### src/pkg/eqc_pkg.sv
/*
  Constants and types for the escape query command handler.
  Assumes a byte stream in each direction, one clock, synchronous reset.
*/
// Functional notes
// - Requests start 6Bh, replies start 15h
// - Bytes 1-2: count after them, low first
// - Last byte is XOR of all before
// - Byte 4 payload count, 00h for queries
// - Opcode 03h, count 0003: random request
// - Random reply: 83h, count 0013, 16 bytes
// - Keep returned random value as challenge
// - Opcode 04h, count 0003: version request
// - Version reply: 84h, count 0008, "Vd.dd"
package eqc_pkg;
  localparam logic [7:0]  REQ_TYPE        = 8'h6b;
  localparam logic [7:0]  REPLY_TYPE      = 8'h15;
  localparam logic [7:0]  OP_RANDOM       = 8'h03;
  localparam logic [7:0]  OP_VERSION      = 8'h04;
  localparam logic [7:0]  REPLY_BIT       = 8'h80;
  localparam logic [15:0] REQ_COUNT       = 16'h0003;
  localparam logic [7:0]  REQ_PAYLOAD     = 8'h00;
  localparam logic [15:0] RND_COUNT       = 16'h0013;
  localparam logic [7:0]  RND_PAYLOAD     = 8'h10;
  localparam logic [15:0] VER_COUNT       = 16'h0008;
  localparam logic [7:0]  VER_PAYLOAD     = 8'h05;
  localparam logic [7:0]  POS_OPCODE      = 8'h03;
  localparam logic [7:0]  POS_PAYLOAD_CNT = 8'h04;
  localparam logic [4:0]  POS_DATA        = 5'h05;
  localparam logic [39:0] VERSION_DEF     = 40'h56_31_2e_30_30;
  localparam logic [31:0] LFSR_SEED       = 32'h1234_5679;
  localparam logic [31:0] LFSR_POLY       = 32'h8020_0003;
  localparam int          RND_BYTES       = 16;
  localparam int          BUF_DEPTH       = 2;
  localparam int          REPLY_TIMEOUT   = 30;

  typedef enum logic [2:0] {
    ST_TYPE,
    ST_CNT_LO,
    ST_CNT_HI,
    ST_BODY,
    ST_REPLY
  } eqc_state_e;
endpackage

### src/design/eqc_handler.sv
/*
  Escape query command handler: takes request frames a byte at a time,
  checks them and answers random-number and version queries.
  Assumes the host keeps to the frame format; bad frames are dropped.
*/
module eqc_handler import eqc_pkg::*; #(
  parameter logic [39:0] FW_VERSION = VERSION_DEF
) (
  // Clock and reset
  input  wire logic           core_clk_i,
  input  wire logic           rst_i,
  // Request byte stream
  input  wire logic [7:0]     in_data_i,
  input  wire logic           in_valid_i,
  output logic                in_ready_o,
  // Reply byte stream
  output logic [7:0]          out_data_o,
  output logic                out_last_o,
  output logic                out_valid_o,
  input  wire logic           out_ready_i,
  // Random source and status
  input  wire logic [7:0]     entropy_i,
  output logic [127:0]        challenge_o,
  output logic                challenge_valid_o,
  output logic                frame_err_o
);
  eqc_state_e  state_reg, state_next;
  logic [15:0] count_reg, count_next, len_reg, len_next;
  logic [7:0]  pos_reg, pos_next, op_reg, op_next, plen_reg, plen_next;
  logic [7:0]  xor_reg, xor_next, tx_xor_reg, tx_xor_next;
  logic [4:0]  tx_idx_reg, tx_idx_next;
  logic        err_reg, err_next, good_pulse;
  logic [31:0] lfsr_reg, lfsr_next;
  logic [7:0]  chal_reg [RND_BYTES], chal_next [RND_BYTES];
  logic        chal_ok_reg, chal_ok_next;
  logic        in_hs, push, push_last, is_rnd;
  logic [7:0]  push_data;
  logic [4:0]  last_idx;
  logic [7:0]  buf_data_reg [BUF_DEPTH], buf_data_next [BUF_DEPTH];
  logic        buf_last_reg [BUF_DEPTH], buf_last_next [BUF_DEPTH];
  logic        wr_ptr_reg, wr_ptr_next, rd_ptr_reg, rd_ptr_next;
  logic [1:0]  fill_reg, fill_next;
  logic        buf_full, pop;

  assign in_ready_o  = (state_reg != ST_REPLY);
  assign in_hs       = in_valid_i && in_ready_o;
  assign is_rnd      = (op_reg == OP_RANDOM);
  assign last_idx    = is_rnd ? 5'(RND_COUNT + 16'h2) : 5'(VER_COUNT + 16'h2);
  assign buf_full    = (fill_reg == 2'(BUF_DEPTH));
  assign push        = (state_reg == ST_REPLY) && !buf_full;
  assign push_last   = (tx_idx_reg == last_idx);

  // Reply byte for the current index
  always_comb begin
    unique case (tx_idx_reg)
      5'h00:   push_data = REPLY_TYPE;
      5'h01:   push_data = is_rnd ? RND_COUNT[7:0] : VER_COUNT[7:0];
      5'h02:   push_data = is_rnd ? RND_COUNT[15:8] : VER_COUNT[15:8];
      5'h03:   push_data = op_reg | REPLY_BIT;
      5'h04:   push_data = is_rnd ? RND_PAYLOAD : VER_PAYLOAD;
      default: begin
        if (push_last) begin
          push_data = tx_xor_reg;
        end else if (is_rnd) begin
          push_data = lfsr_reg[7:0];
        end else begin
          push_data = FW_VERSION[8*(4 - (int'(tx_idx_reg) - 5)) +: 8];
        end
      end
    endcase
  end

  // Request parser and reply sequencer
  always_comb begin
    state_next  = state_reg;
    count_next  = count_reg;
    len_next    = len_reg;
    pos_next    = pos_reg;
    op_next     = op_reg;
    plen_next   = plen_reg;
    xor_next    = xor_reg;
    tx_idx_next = tx_idx_reg;
    tx_xor_next = tx_xor_reg;
    err_next    = 1'b0;
    good_pulse  = 1'b0;
    unique case (state_reg)
      ST_TYPE: begin
        if (in_hs && in_data_i == REQ_TYPE) begin
          xor_next   = in_data_i;
          state_next = ST_CNT_LO;
        end else if (in_hs) begin
          err_next = 1'b1;
        end
      end
      ST_CNT_LO: begin
        if (in_hs) begin
          len_next[7:0] = in_data_i;
          xor_next      = xor_reg ^ in_data_i;
          state_next    = ST_CNT_HI;
        end
      end
      ST_CNT_HI: begin
        if (in_hs) begin
          len_next[15:8] = in_data_i;
          count_next     = {in_data_i, len_reg[7:0]};
          xor_next       = xor_reg ^ in_data_i;
          pos_next       = POS_OPCODE;
          state_next     = ({in_data_i, len_reg[7:0]} == 16'h0) ? ST_TYPE : ST_BODY;
          err_next       = ({in_data_i, len_reg[7:0]} == 16'h0);
        end
      end
      ST_BODY: begin
        if (in_hs) begin
          xor_next   = xor_reg ^ in_data_i;
          count_next = count_reg - 16'h1;
          pos_next   = (pos_reg == 8'hff) ? pos_reg : pos_reg + 8'h1;
          if (pos_reg == POS_OPCODE) begin
            op_next = in_data_i;
          end
          if (pos_reg == POS_PAYLOAD_CNT) begin
            plen_next = in_data_i;
          end
          if (count_reg == 16'h1) begin
            if ((xor_reg ^ in_data_i) == 8'h0 && len_reg == REQ_COUNT
                && plen_reg == REQ_PAYLOAD
                && (op_reg == OP_RANDOM || op_reg == OP_VERSION)) begin
              good_pulse  = 1'b1;
              tx_idx_next = 5'h0;
              tx_xor_next = 8'h0;
              state_next  = ST_REPLY;
            end else begin
              err_next   = 1'b1;
              state_next = ST_TYPE;
            end
          end
        end
      end
      ST_REPLY: begin
        if (push) begin
          tx_xor_next = tx_xor_reg ^ push_data;
          tx_idx_next = tx_idx_reg + 5'h1;
          if (push_last) begin
            state_next = ST_TYPE;
          end
        end
      end
    endcase
  end

  // Random source and kept challenge
  always_comb begin
    lfsr_next = (lfsr_reg >> 1) ^ (lfsr_reg[0] ? LFSR_POLY : 32'h0) ^ {24'h0, entropy_i};
    if (lfsr_next == 32'h0) begin
      lfsr_next = LFSR_SEED;
    end
    chal_next    = chal_reg;
    chal_ok_next = chal_ok_reg;
    if (push && is_rnd && tx_idx_reg >= POS_DATA && !push_last) begin
      chal_next[4'(tx_idx_reg - POS_DATA)] = push_data;
      chal_ok_next = 1'b0;
    end
    if (push && is_rnd && push_last) begin
      chal_ok_next = 1'b1;
    end
  end

  // Two-entry reply buffer
  assign pop         = out_valid_o && out_ready_i;
  assign out_valid_o = (fill_reg != 2'h0);
  assign out_data_o  = buf_data_reg[rd_ptr_reg];
  assign out_last_o  = buf_last_reg[rd_ptr_reg];
  always_comb begin
    buf_data_next = buf_data_reg;
    buf_last_next = buf_last_reg;
    wr_ptr_next   = wr_ptr_reg;
    rd_ptr_next   = rd_ptr_reg;
    fill_next     = fill_reg;
    if (push) begin
      buf_data_next[wr_ptr_reg] = push_data;
      buf_last_next[wr_ptr_reg] = push_last;
      wr_ptr_next = ~wr_ptr_reg;
    end
    if (pop) begin
      rd_ptr_next = ~rd_ptr_reg;
    end
    fill_next = fill_reg + {1'b0, push} - {1'b0, pop};
  end

  always_ff @(posedge core_clk_i) begin
    if (rst_i) begin
      state_reg   <= ST_TYPE;
      count_reg   <= 16'h0;
      len_reg     <= 16'h0;
      pos_reg     <= 8'h0;
      op_reg      <= 8'h0;
      plen_reg    <= 8'h0;
      xor_reg     <= 8'h0;
      tx_idx_reg  <= 5'h0;
      tx_xor_reg  <= 8'h0;
      err_reg     <= 1'b0;
      lfsr_reg    <= LFSR_SEED;
      chal_ok_reg <= 1'b0;
      wr_ptr_reg  <= 1'b0;
      rd_ptr_reg  <= 1'b0;
      fill_reg    <= 2'h0;
      for (int i = 0; i < RND_BYTES; i++) begin
        chal_reg[i] <= 8'h0;
      end
      for (int i = 0; i < BUF_DEPTH; i++) begin
        buf_data_reg[i] <= 8'h0;
        buf_last_reg[i] <= 1'b0;
      end
    end else begin
      state_reg    <= state_next;
      count_reg    <= count_next;
      len_reg      <= len_next;
      pos_reg      <= pos_next;
      op_reg       <= op_next;
      plen_reg     <= plen_next;
      xor_reg      <= xor_next;
      tx_idx_reg   <= tx_idx_next;
      tx_xor_reg   <= tx_xor_next;
      err_reg      <= err_next;
      lfsr_reg     <= lfsr_next;
      chal_ok_reg  <= chal_ok_next;
      chal_reg     <= chal_next;
      wr_ptr_reg   <= wr_ptr_next;
      rd_ptr_reg   <= rd_ptr_next;
      fill_reg     <= fill_next;
      buf_data_reg <= buf_data_next;
      buf_last_reg <= buf_last_next;
    end
  end

  assign frame_err_o       = err_reg;
  assign challenge_valid_o = chal_ok_reg;
  for (genvar g = 0; g < RND_BYTES; g++) begin : g_chal
    assign challenge_o[8*g +: 8] = chal_reg[g];
  end

  // Checking helpers: position and running XOR of the outgoing frame
  logic [4:0] mon_pos;
  logic [7:0] mon_xor, mon_op, mon_cnt;
  always_ff @(posedge core_clk_i) begin
    if (rst_i) begin
      mon_pos <= 5'h0;
      mon_xor <= 8'h0;
      mon_op  <= 8'h0;
      mon_cnt <= 8'h0;
    end else if (pop) begin
      mon_pos <= out_last_o ? 5'h0 : mon_pos + 5'h1;
      mon_xor <= out_last_o ? 8'h0 : mon_xor ^ out_data_o;
      if (mon_pos == 5'h3) mon_op <= out_data_o;
      if (mon_pos == 5'h1) mon_cnt <= out_data_o;
    end
  end
endmodule

### config.mk
export PLATFORM = sky130hd
export DESIGN_NAME = eqc_handler
export DESIGN_NICKNAME = d
export VERILOG_FILES = /design/src/pkg/eqc_pkg.sv /design/src/design/eqc_handler.sv
export SDC_FILE = /design/constraint.sdc
export NUM_CORES = 1
export LEC_CHECK = 0
export ABC_AREA = 1
export BUFFER_PORTS_ARGS = -buffer_cell sky130_fd_sc_hd__buf_4
export CAP_MARGIN = 15
export CORE_ASPECT_RATIO = 1.75
export CORE_MARGIN = 2
export CORE_UTILIZATION = 40
export DETAILED_ROUTE_END_ITERATION = 8
export HOLD_SLACK_MARGIN = 0.15
export SLEW_MARGIN = 20
export SYNTH_ARGS = -nofsm -noshare
export SYNTH_HDL_FRONTEND = slang
export SYNTH_SLANG_ARGS = --single-unit
### constraint.sdc
create_clock -name core_clk_i -period 6.65 [get_ports core_clk_i]
set_input_delay 0.665 -clock core_clk_i [delete_from_list [all_inputs] [get_ports core_clk_i]]
set_output_delay 0.665 -clock core_clk_i [all_outputs]
set_load 0.01 [all_outputs]
Yosys cells after proc, flatten, opt, wreduce, memory -nomap -nowiden --
Index checks and enable logic that the tools add are counted.
Operators by class: eq/ne operators 29, shift operators 1, reductions and logical operators 38, magnitude comparators 6, add/sub/neg operators 8, muxes and demuxes 61, div/mod/pow operators 0, multiply operators 0, bitwise gates (word level) 9
Operators with widths (count):
- bitwise mux 128 bit | 1
- two-way mux 8 bit | 16
- one-hot mux 8 bit (2 select lines) | 3
- one-hot mux 8 bit (5 select lines) | 1
- variable part select 40 x 10 -> 8 bit, first input constant | 1
- two-way mux 5 bit | 7
- demux 8 bit (select 4 bit) | 1
- logical NOT 32 bit | 1
- two-way mux 16 bit | 2
- two-way mux 32 bit | 1
- one-hot mux 16 bit (2 select lines) | 1
- XOR 31 x 32 -> 32 bit | 1
- XOR 32 x 8 -> 32 bit | 1
- two-way mux 3 bit | 8
- != test 2 bit, second input constant | 9
- bitwise mux 16 bit | 1
- equality test 16 x 1 -> 1 bit, second input constant | 1
- equality test 16 x 2 -> 1 bit, second input constant | 1
- equality test 8 x 2 -> 1 bit, second input constant | 2
- equality test 8 x 3 -> 1 bit, second input constant | 2
- logical NOT 16 bit | 1
- logical NOT 8 bit | 2
- subtractor 16 x 1 -> 16 bit, second input constant | 1
- XOR 8 bit | 2
- other kinds (48) | 85
Word-level totals: memory bits (read-only) 0, memories 0, output and inout port bits 141, latch bits 0, register bits 264, RAM bits 0, word-level logic and storage cells 188

Depth between registers and ports, before layout --
Gate-level depths: netlist of the first run.
depth in word-level cells 9, depth in mapped cells 20, mapped depth without buffers 20

Worst setup path after synthesis of the first run --
OpenSTA, ideal clock, no wires.
path kind input -> register, start point input in_data_i[1], end point register tx_idx_reg[2], setup slack 4.379 ns, arrival 2.145 ns, setup time 0.126 ns, stages on the path 11, path through clkbuf_1 -> xnor2_1 -> nand2_1 -> nor3_1 -> nand3_1 -> nand2_1 -> nand2_1 -> o21ai_2 -> inv_1 -> nand2_1 -> nor2_1
Between the ends: cells in the longest elaborated chain, start to end 7
Ends and longest elaborated chain:
- start, declared | RTL line eqc_handler.sv:13 | input wire logic [7:0] in_data_i,
- XOR 8 bit | RTL line eqc_handler.sv:124 | if ((xor_reg ^ in_data_i) == 8'h0 && len_reg == REQ_COUNT
- logical NOT 8 bit | RTL line eqc_handler.sv:124
- logical AND 1 bit | RTL line eqc_handler.sv:124
- logical AND 1 bit | RTL line eqc_handler.sv:125 | && plen_reg == REQ_PAYLOAD
- logical AND 1 bit | RTL line eqc_handler.sv:126 | && (op_reg == OP_RANDOM || op_reg == OP_VERSION)) begin
- != test 2 bit (no line)
- AND reduction 5 bit (no line)
- end signal, assigned | RTL line eqc_handler.sv:221 | tx_idx_reg <= tx_idx_next;
- end, declared | RTL line eqc_handler.sv:31 | logic [4:0] tx_idx_reg, tx_idx_next;
No other way between the ends. A chain may end at the register's enable or synchronous reset.

Final worst setup path of the first run --
start point register op_reg[5], end point register buf_data_reg[12] (netlist name)
Between the ends: cells in the longest elaborated chain, start to end 6
Ends and longest elaborated chain:
- start, declared | RTL line eqc_handler.sv:29 | logic [7:0] pos_reg, pos_next, op_reg, op_next, plen_reg, plen_next;
- start signal, assigned | RTL line eqc_handler.sv:218 | op_reg <= op_next;
- equality test 8 x 2 -> 1 bit * | RTL line eqc_handler.sv:47 | assign is_rnd = (op_reg == OP_RANDOM);
- two-way mux 5 bit | RTL line eqc_handler.sv:48 | assign last_idx = is_rnd ? 5'(RND_COUNT + 16'h2) : 5'(VER_COUNT + 16'h2);
- equality test 5 bit | RTL line eqc_handler.sv:51 | assign push_last = (tx_idx_reg == last_idx);
- two-way mux 8 bit | RTL line eqc_handler.sv:62 | if (push_last) begin
- one-hot mux 8 bit (5 select lines) * | RTL line eqc_handler.sv:55 | unique case (tx_idx_reg)
- bitwise mux 16 bit * | RTL line eqc_handler.sv:179 | buf_data_next[wr_ptr_reg] = push_data;
- end signal, assigned | RTL line eqc_handler.sv:230 | buf_data_reg <= buf_data_next;
- end, declared | RTL line eqc_handler.sv:39 | logic [7:0] buf_data_reg [BUF_DEPTH], buf_data_next [BUF_DEPTH];
Every way passes the cells marked *; elsewhere a longest branch is shown, timed or not.

==> results of run 1 <==
per-stage QoR:
step,hold WS [ns],instance area (µm²)
floorplan,0.400,11400
global placement,0.410,12800
detailed placement,0.417,12800
CTS,0.346,13700
global route,0.378,13700
finish,0.363,13700
synthesized netlist by cell type:
library cell / number / area share, %
dfxtp_1: 264 / 46
nand3b_1: 2 / 0.13
nor4_1: 9 / 0.49
a211oi_1: 38 / 2.5
or2_2: 8 / 0.44
a31oi_1: 4 / 0.22
nand3_2: 1 / 0.087
buf_4: 13 / 0.85
o21ai_0: 130 / 5.7
nor2_1: 216 / 7.1
o21ai_1: 22 / 0.96
inv_2: 42 / 1.4
o211ai_1: 54 / 3.5
o221ai_1: 1 / 0.077
nand2_2: 11 / 0.60
nor2_2: 2 / 0.11
o31ai_1: 1 / 0.066
nand2_1: 199 / 6.5
o22ai_1: 6 / 0.33
a21oi_4: 1 / 0.14
nor2_4: 5 / 0.49
a21oi_1: 116 / 5.1
xor2_1: 17 / 1.3
buf_2: 10 / 0.44
nor4_2: 1 / 0.11
buf_6: 5 / 0.49
buf_1: 5 / 0.16
nor3_1: 9 / 0.39
clkbuf_1: 38 / 1.2
ha_1: 12 / 1.3
a221oi_1: 2 / 0.15
a311oi_1: 1 / 0.077
nand2_4: 1 / 0.098
a22oi_1: 1 / 0.066
inv_1: 231 / 7.6
o21ai_2: 2 / 0.15
xnor2_1: 8 / 0.61
nand4_1: 17 / 0.93
nand3_1: 45 / 2.0
kinds of logic (layout without fill, tap and decap cells):
logic type | count (synthesis) | in the layout | share of synthesized area (%)
AO/OA/AOI/OAI | 379 | 379 | 19.0
XOR/XNOR | 25 | 25 | 1.91
adder cells (fa/ha/maj) | 12 | 12 | 1.31
buffers and inverters | 344 | 482 | 12.1
flip-flops | 264 | 264 | 46.2
AND/OR/NAND/NOR | 526 | 526 | 19.5
cell type report:
cell class              instances  area share, %
repair buffers                164           8.99
clock buffers                  34           5.25
inverters                     273           7.48
clock inverters                11           1.33
multi-input cells             942           34.9
flip-flops and latches        264           38.6
well taps                     378           3.45
where the power goes:
part	total (µW)	internal, µW	switching [µW]
Sequential	1800	1700	100
Clock	1580	950	632
Combinational	1060	301	763
worst max-delay path, cell delays in order, from the launching register on:
cell     delay, ns
dfxtp_1       0.30
inv_1         0.10
nand4_1       0.14
nor2_1        0.60
inv_2         0.22
nand2_1       0.12
nand2_1       0.34
a21oi_1       0.25
nand2_1       0.08
nand2_1       0.05
nand2_1       0.45
o21ai_0       0.36
inv_1         0.07
how the worst max path moves through the flow:
| stage | start | to | slack (ns) | cells after the start |
|---|---|---|---|---|
| floorplan | in_data_i[1] | tx_idx_reg[2]$_SDFFE_PP0P_ | 4.38 | 11 |
| global placement | op_reg[5]$_SDFFE_PP0P_ | tx_xor_reg[4]$_SDFFE_PP0P_ | 3.48 | 11 |
| detailed placement | op_reg[5]$_SDFFE_PP0P_ | buf_data_reg[12]$_SDFFE_PP0P_ | 3.42 | 12 |
| CTS | op_reg[5]$_SDFFE_PP0P_ | buf_data_reg[12]$_SDFFE_PP0P_ | 3.40 | 12 |
| global route | op_reg[5]$_SDFFE_PP0P_ | challenge_o[92]$_SDFFE_PP0P_ | 3.04 | 12 |
| finish | op_reg[5]$_SDFFE_PP0P_ | buf_data_reg[12]$_SDFFE_PP0P_ | 3.43 | 12 |
metal layers:
| metal | part of all wire (%) | global-route usage [%] |
|---|---|---|
| met1 | 38 | 22.2 |
| met2 | 53 | 40.2 |
| met3 | 3.9 | 2.27 |
| met4 | 4.5 | 9.31 |
| met5 | 0 | 0 |
==> results.json, run 1 <==
{
  "clk_latency_ns": 0.54,
  "synth_cell_types": 39,
  "die_area_um2": 30000,
  "final_hold_viol_count": 0,
  "regToRegSetupSlack_ns": 3.43,
  "ys.warnings.count": 0,
  "finalCritPeriodShare_pct": 48.5,
  "ctsHtreeMaxLevel": 1,
  "worst_ep_arrival_time_ns": 3.65,
  "outcome": "finished clean",
  "r2r_start": "op_reg[5]$_SDFFE_PP0P_",
  "finalNetCount": 1702,
  "cts_buffer_depth": 3,
  "row_count": 82,
  "postLayoutSetupSlackWorst_ns": 3.43,
  "cellLeakagePower_uw": 0.00660,
  "grt_max_degree": 81,
  "detail-route-antenna-nets": 0,
  "layout_commonest_cell": "dfxtp_1",
  "antenna_cells": 0,
  "holdPathStages": 3,
  "clk_pin_slew_ns": 0.07,
  "grt_pass1_vias": 9754,
  "crit_required_ns": 7.07,
  "setup-tns-final_ns": 0,
  "critPathLaunchType": "flip-flop",
  "route.detailed.drc": 0,
  "wl_per_cell_um": 15.5,
  "cp_max_fo": 20,
  "fin_worst_skew_ns": 0.0155,
  "final_cells": 2066,
  "power.density_nw_per_um2": 325,
  "gp_congestion": 0.918,
  "grt_first_pass_wirelength_mm": 50.6,
  "die_y_um": 228,
  "min_period_ns": 3.22,
  "final_cell_mix": "dfxtp_1, inv_1, nor2_1",
  "synth_area_um2": 11400,
  "fin_util_pct": 48.2,
  "ys_seq_area_share_pct": 46.2,
  "antenna_found_initial": 0,
  "final_max_slew_viol_count": 0,
  "syn-instance-count": 1550,
  "total_power_uw": 4450,
  "final_layout_size_suffix_gt1_share_pct": 16.6,
  "cts_resized": 0,
  "post-cts-setup-buffers": 0,
  "dieWidth_um": 132,
  "cts_tree": "yes",
  "rsz0062_at_grt": "false",
  "overflow": 0,
  "syn_nets": 1582,
  "drt_iter0_markers": 524,
  "num_io_pins": 161,
  "maxCapViolCount": 0,
  "min_path_type": "input port to flip-flop",
  "dp_slack_ns": 3.42,
  "syn_avg_cell_area_um2": 7.39,
  "register_area_um2": 5290,
  "io_buffer_count": 160,
  "hp-start": "entropy_i[3]",
  "vias_per_cell": 4.97,
  "dp_hpwl_mm": 23.1,
  "relSlewSlack_pct": 36.2,
  "largest_reg_flops": 128,
  "grt_usage_pct": 20.8,
  "crit_path_end_kind": "flip-flop",
  "reg2regPathDepth": 12,
  "initial_core_util_pct": 40.3,
  "hold_buffers": 0,
  "route.vias.total": 10300,
  "fmax_mhz": 310,
  "ys_seq_elements": 264,
  "clock_sinks": 264,
  "first_pass_iters": 6,
  "wl_mm": 32.0,
  "coreArea_um2": 28400,
  "syn2layout_area_growth_pct": 19.6,
  "tightest_slew_ns": 0.954,
  "rr_endpoint": "buf_data_reg[12]$_SDFFE_PP0P_",
  "setup_viol": 0,
  "multi_input_area_um2": 4770,
  "fillerInstances": 2862,
  "criticalPathCategory": "flip-flop to flip-flop",
  "cts_buffers": 25,
  "vdd_drop_max_mv": 0.224,
  "clock_tree.root_cell": "clkbuf_16",
  "dp.cells": 2021,
  "hold_end": "lfsr_reg[3]$_SDFF_PP1_"
}
Power figures use the tool's default switching activity.
==> inputs of run 2 (changes only) <==
clock period = 3 ns   (was 6.65 ns; I/O delays follow)
==> run 2 against run 1 <==
Compared with the run above:
- wire length rose by 1.1%
- clock skew increased by 0.0036 ns
- sequential power is 120% higher
- via count grew 0.64%
- global-route usage rose by 0.45 points
- first-iteration DRC count up 16%
- sequential share of layout area fell by 0.55 points
- clock-buffer cell count fell by 4
- non-clock buffer count is 29 higher
- register-to-register slack got worse by 3.0 ns
- total power rose by 120%
- highest routed layer unchanged
==> results.json, run 2 (synthesized netlist as in run 1, its figures left out) <==
{
  "outcome": "finished clean",
  "clock_sinks": 264,
  "regToRegSetupSlack_ns": 0.41,
  "multi_input_area_um2": 4780,
  "grt_first_pass_wirelength_mm": 51.7,
  "ctsHtreeMaxLevel": 1,
  "antenna_cells": 0,
  "io_buffer_count": 160,
  "relSlewSlack_pct": 42.2,
  "final_max_slew_viol_count": 0,
  "drt_iter0_markers": 608,
  "slowest_delay_ns": 0.47,
  "tightest_slew_ns": 0.864,
  "layout_commonest_cell": "dfxtp_1",
  "gp_congestion": 0.908,
  "wl_per_cell_um": 15.4,
  "cellLeakagePower_uw": 0.00669,
  "crit_required_ns": 3.48,
  "cpMaxStageDelayCell": "dfxtp_1",
  "final_layout_size_suffix_gt1_share_pct": 17.1,
  "power.density_nw_per_um2": 692,
  "vias_per_cell": 4.93,
  "r2r_start": "tx_idx_reg[1]$_SDFFE_PP0P_",
  "fillerInstances": 2855,
  "die_y_um": 228,
  "reg2regPathDepth": 17,
  "crit_path_end_kind": "flip-flop",
  "final_hold_viol_count": 0,
  "holdPathStages": 3,
  "clock_tree.root_cell": "clkbuf_16",
  "initial_core_util_pct": 40.3,
  "rsz0062_at_grt": "false",
  "fin_area_um2": 13900,
  "grt_pass1_vias": 9924,
  "antenna_found_initial": 0,
  "maxCapViolCount": 0,
  "clk_latency_ns": 0.54,
  "dieWidth_um": 132,
  "worst_ep_arrival_time_ns": 3.07,
  "row_count": 82,
  "cts_tree": "yes",
  "crit_chain": "inv_1, ha_1, inv_1, nand2_1, nand2_1, nor2_1, nor2_1, nand2_1, nand2_1, nand3_1, o21ai_1, nand2_1, nand2_1, inv_2, nand2_1, o211ai_1, inv_2",
  "fin_worst_skew_ns": 0.0191,
  "setup-tns-final_ns": 0,
  "largest_reg_flops": 128,
  "min_period_ns": 2.59,
  "hold_end": "lfsr_reg[6]$_SDFF_PP1_",
  "critPathMostFrequentCell": "nand2_1",
  "finalCritPeriodShare_pct": 86.4,
  "placed_area_um2": 12900,
  "syn2layout_area_growth_pct": 21.3,
  "cp_max_fo": 17,
  "cts_buffers": 25,
  "fmax_mhz": 386,
  "critPathLaunchType": "flip-flop",
  "post-cts-setup-buffers": 0,
  "register_area_um2": 5290,
  "route.detailed.drc": 0,
  "grt_usage_pct": 21.2,
  "clk_pin_slew_ns": 0.06,
  "detail-route-antenna-nets": 0,
  "wl_mm": 32.4,
  "dp_slack_ns": 0.297,
  "hp-start": "entropy_i[6]",
  "setup_viol": 0,
  "vdd_drop_max_mv": 0.395,
  "final_cell_mix": "dfxtp_1, inv_1, nor2_1",
  "cts_buffer_depth": 3,
  "criticalPathCategory": "flip-flop to flip-flop",
  "coreArea_um2": 28400,
  "overflow": 0,
  "postLayoutSetupSlackWorst_ns": 0.407,
  "grt_max_degree": 109,
  "dp_hpwl_mm": 23.6,
  "finalNetCount": 1731,
  "min_path_type": "input port to flip-flop",
  "num_io_pins": 161,
  "die_area_um2": 30000,
  "rr_endpoint": "challenge_o[40]$_SDFFE_PP0P_",
  "route.vias.total": 10300,
  "first_pass_iters": 5
}
-- run 2: changes by cell type in the layout (fill, tap and decap cells not counted), sizes merged --
cell,delta
inv,+1
dlygate4sd3,+16
bufinv,-2
buf,+13
clkinv,+4
clkbuf,-4
clkinvlp,+2
-- run 2: power by group --
| part | switching [µW] | internal (µW) | leakage [µW] | total, µW |
|---|---|---|---|---|
| sequential | 214 | 3780 | 0.00214 | 3990 |
| combinational | 1660 | 719 | 0.00415 | 2380 |
| clock | 1400 | 1830 | 0.000403 | 3230 |
| total | 3280 | 6330 | 0.00669 | 9610 |
-- run 2: repair_timing --
action | CTS | global route
endpoints found under the setup margin | 0 | 54
hold endpoints to repair | 27 | 0
hold buffers | 16 | 0
resized for setup | 0 | 3
-- run 2: metrics by stage --
stage                     std cells  util, %  power (µW)  hold WS, ns
after detailed placement       2034     45.4        6430        0.418
after global placement         2034     45.4        6390        0.405
after global routing           2096     48.9       10100        0.184
after floorplan                1550        -        5660        0.400
final                          2096     48.9        9610        0.172
after CTS                      2096     48.9        9710        0.157
-- run 2: metal layers --
metal,routed length [µm],global-route usage [%],part of all wire [%],up-vias
met5,0,0,0,-
met4,1360,9.82,4.2,0
met2,17200,40.5,53,253
met1,12600,23.1,39,4706
li1,-,-,-,5301
met3,1220,2.31,3.8,67
-- run 2: how the worst max path moves through the flow --
stage | startpoint | endpoint | slack [ns] | depth (start not counted)
after global placement | tx_idx_reg[0]$_SDFFE_PP0P_ | buf_data_reg[9]$_SDFFE_PP0P_ | 0.35 | 15
after floorplan | tx_idx_reg[0]$_SDFFE_PP0P_ | challenge_o[0]$_SDFFE_PP0P_ | 0.83 | 18
after detailed placement | tx_idx_reg[0]$_SDFFE_PP0P_ | challenge_o[40]$_SDFFE_PP0P_ | 0.30 | 17
final | tx_idx_reg[1]$_SDFFE_PP0P_ | challenge_o[40]$_SDFFE_PP0P_ | 0.41 | 17
after global routing | tx_idx_reg[1]$_SDFFE_PP0P_ | tx_xor_reg[6]$_SDFFE_PP0P_ | 0.00005 | 19
after CTS | tx_idx_reg[0]$_SDFFE_PP0P_ | challenge_o[40]$_SDFFE_PP0P_ | 0.27 | 17
-- run 2: cell type report --
| class | count | share of cell area [%] |
|---|---|---|
| clock buffer | 30 | 4.71 |
| clock inverter | 16 | 1.25 |
| inverter | 273 | 7.38 |
| multi-input combinational | 942 | 34.4 |
| sequential | 264 | 38.0 |
| tap | 378 | 3.40 |
| timing repair buffer | 193 | 10.8 |
-- run 2: critical path, delay by kind of cell (launching register included) --
family,cells,cell delay [ns]
and+or+nand+nor,10,1.03
buffers and inverters,4,0.47
DFF,1,0.47
AOI/OAI and AO/OA,2,0.33
adders and majority gates,1,0.22
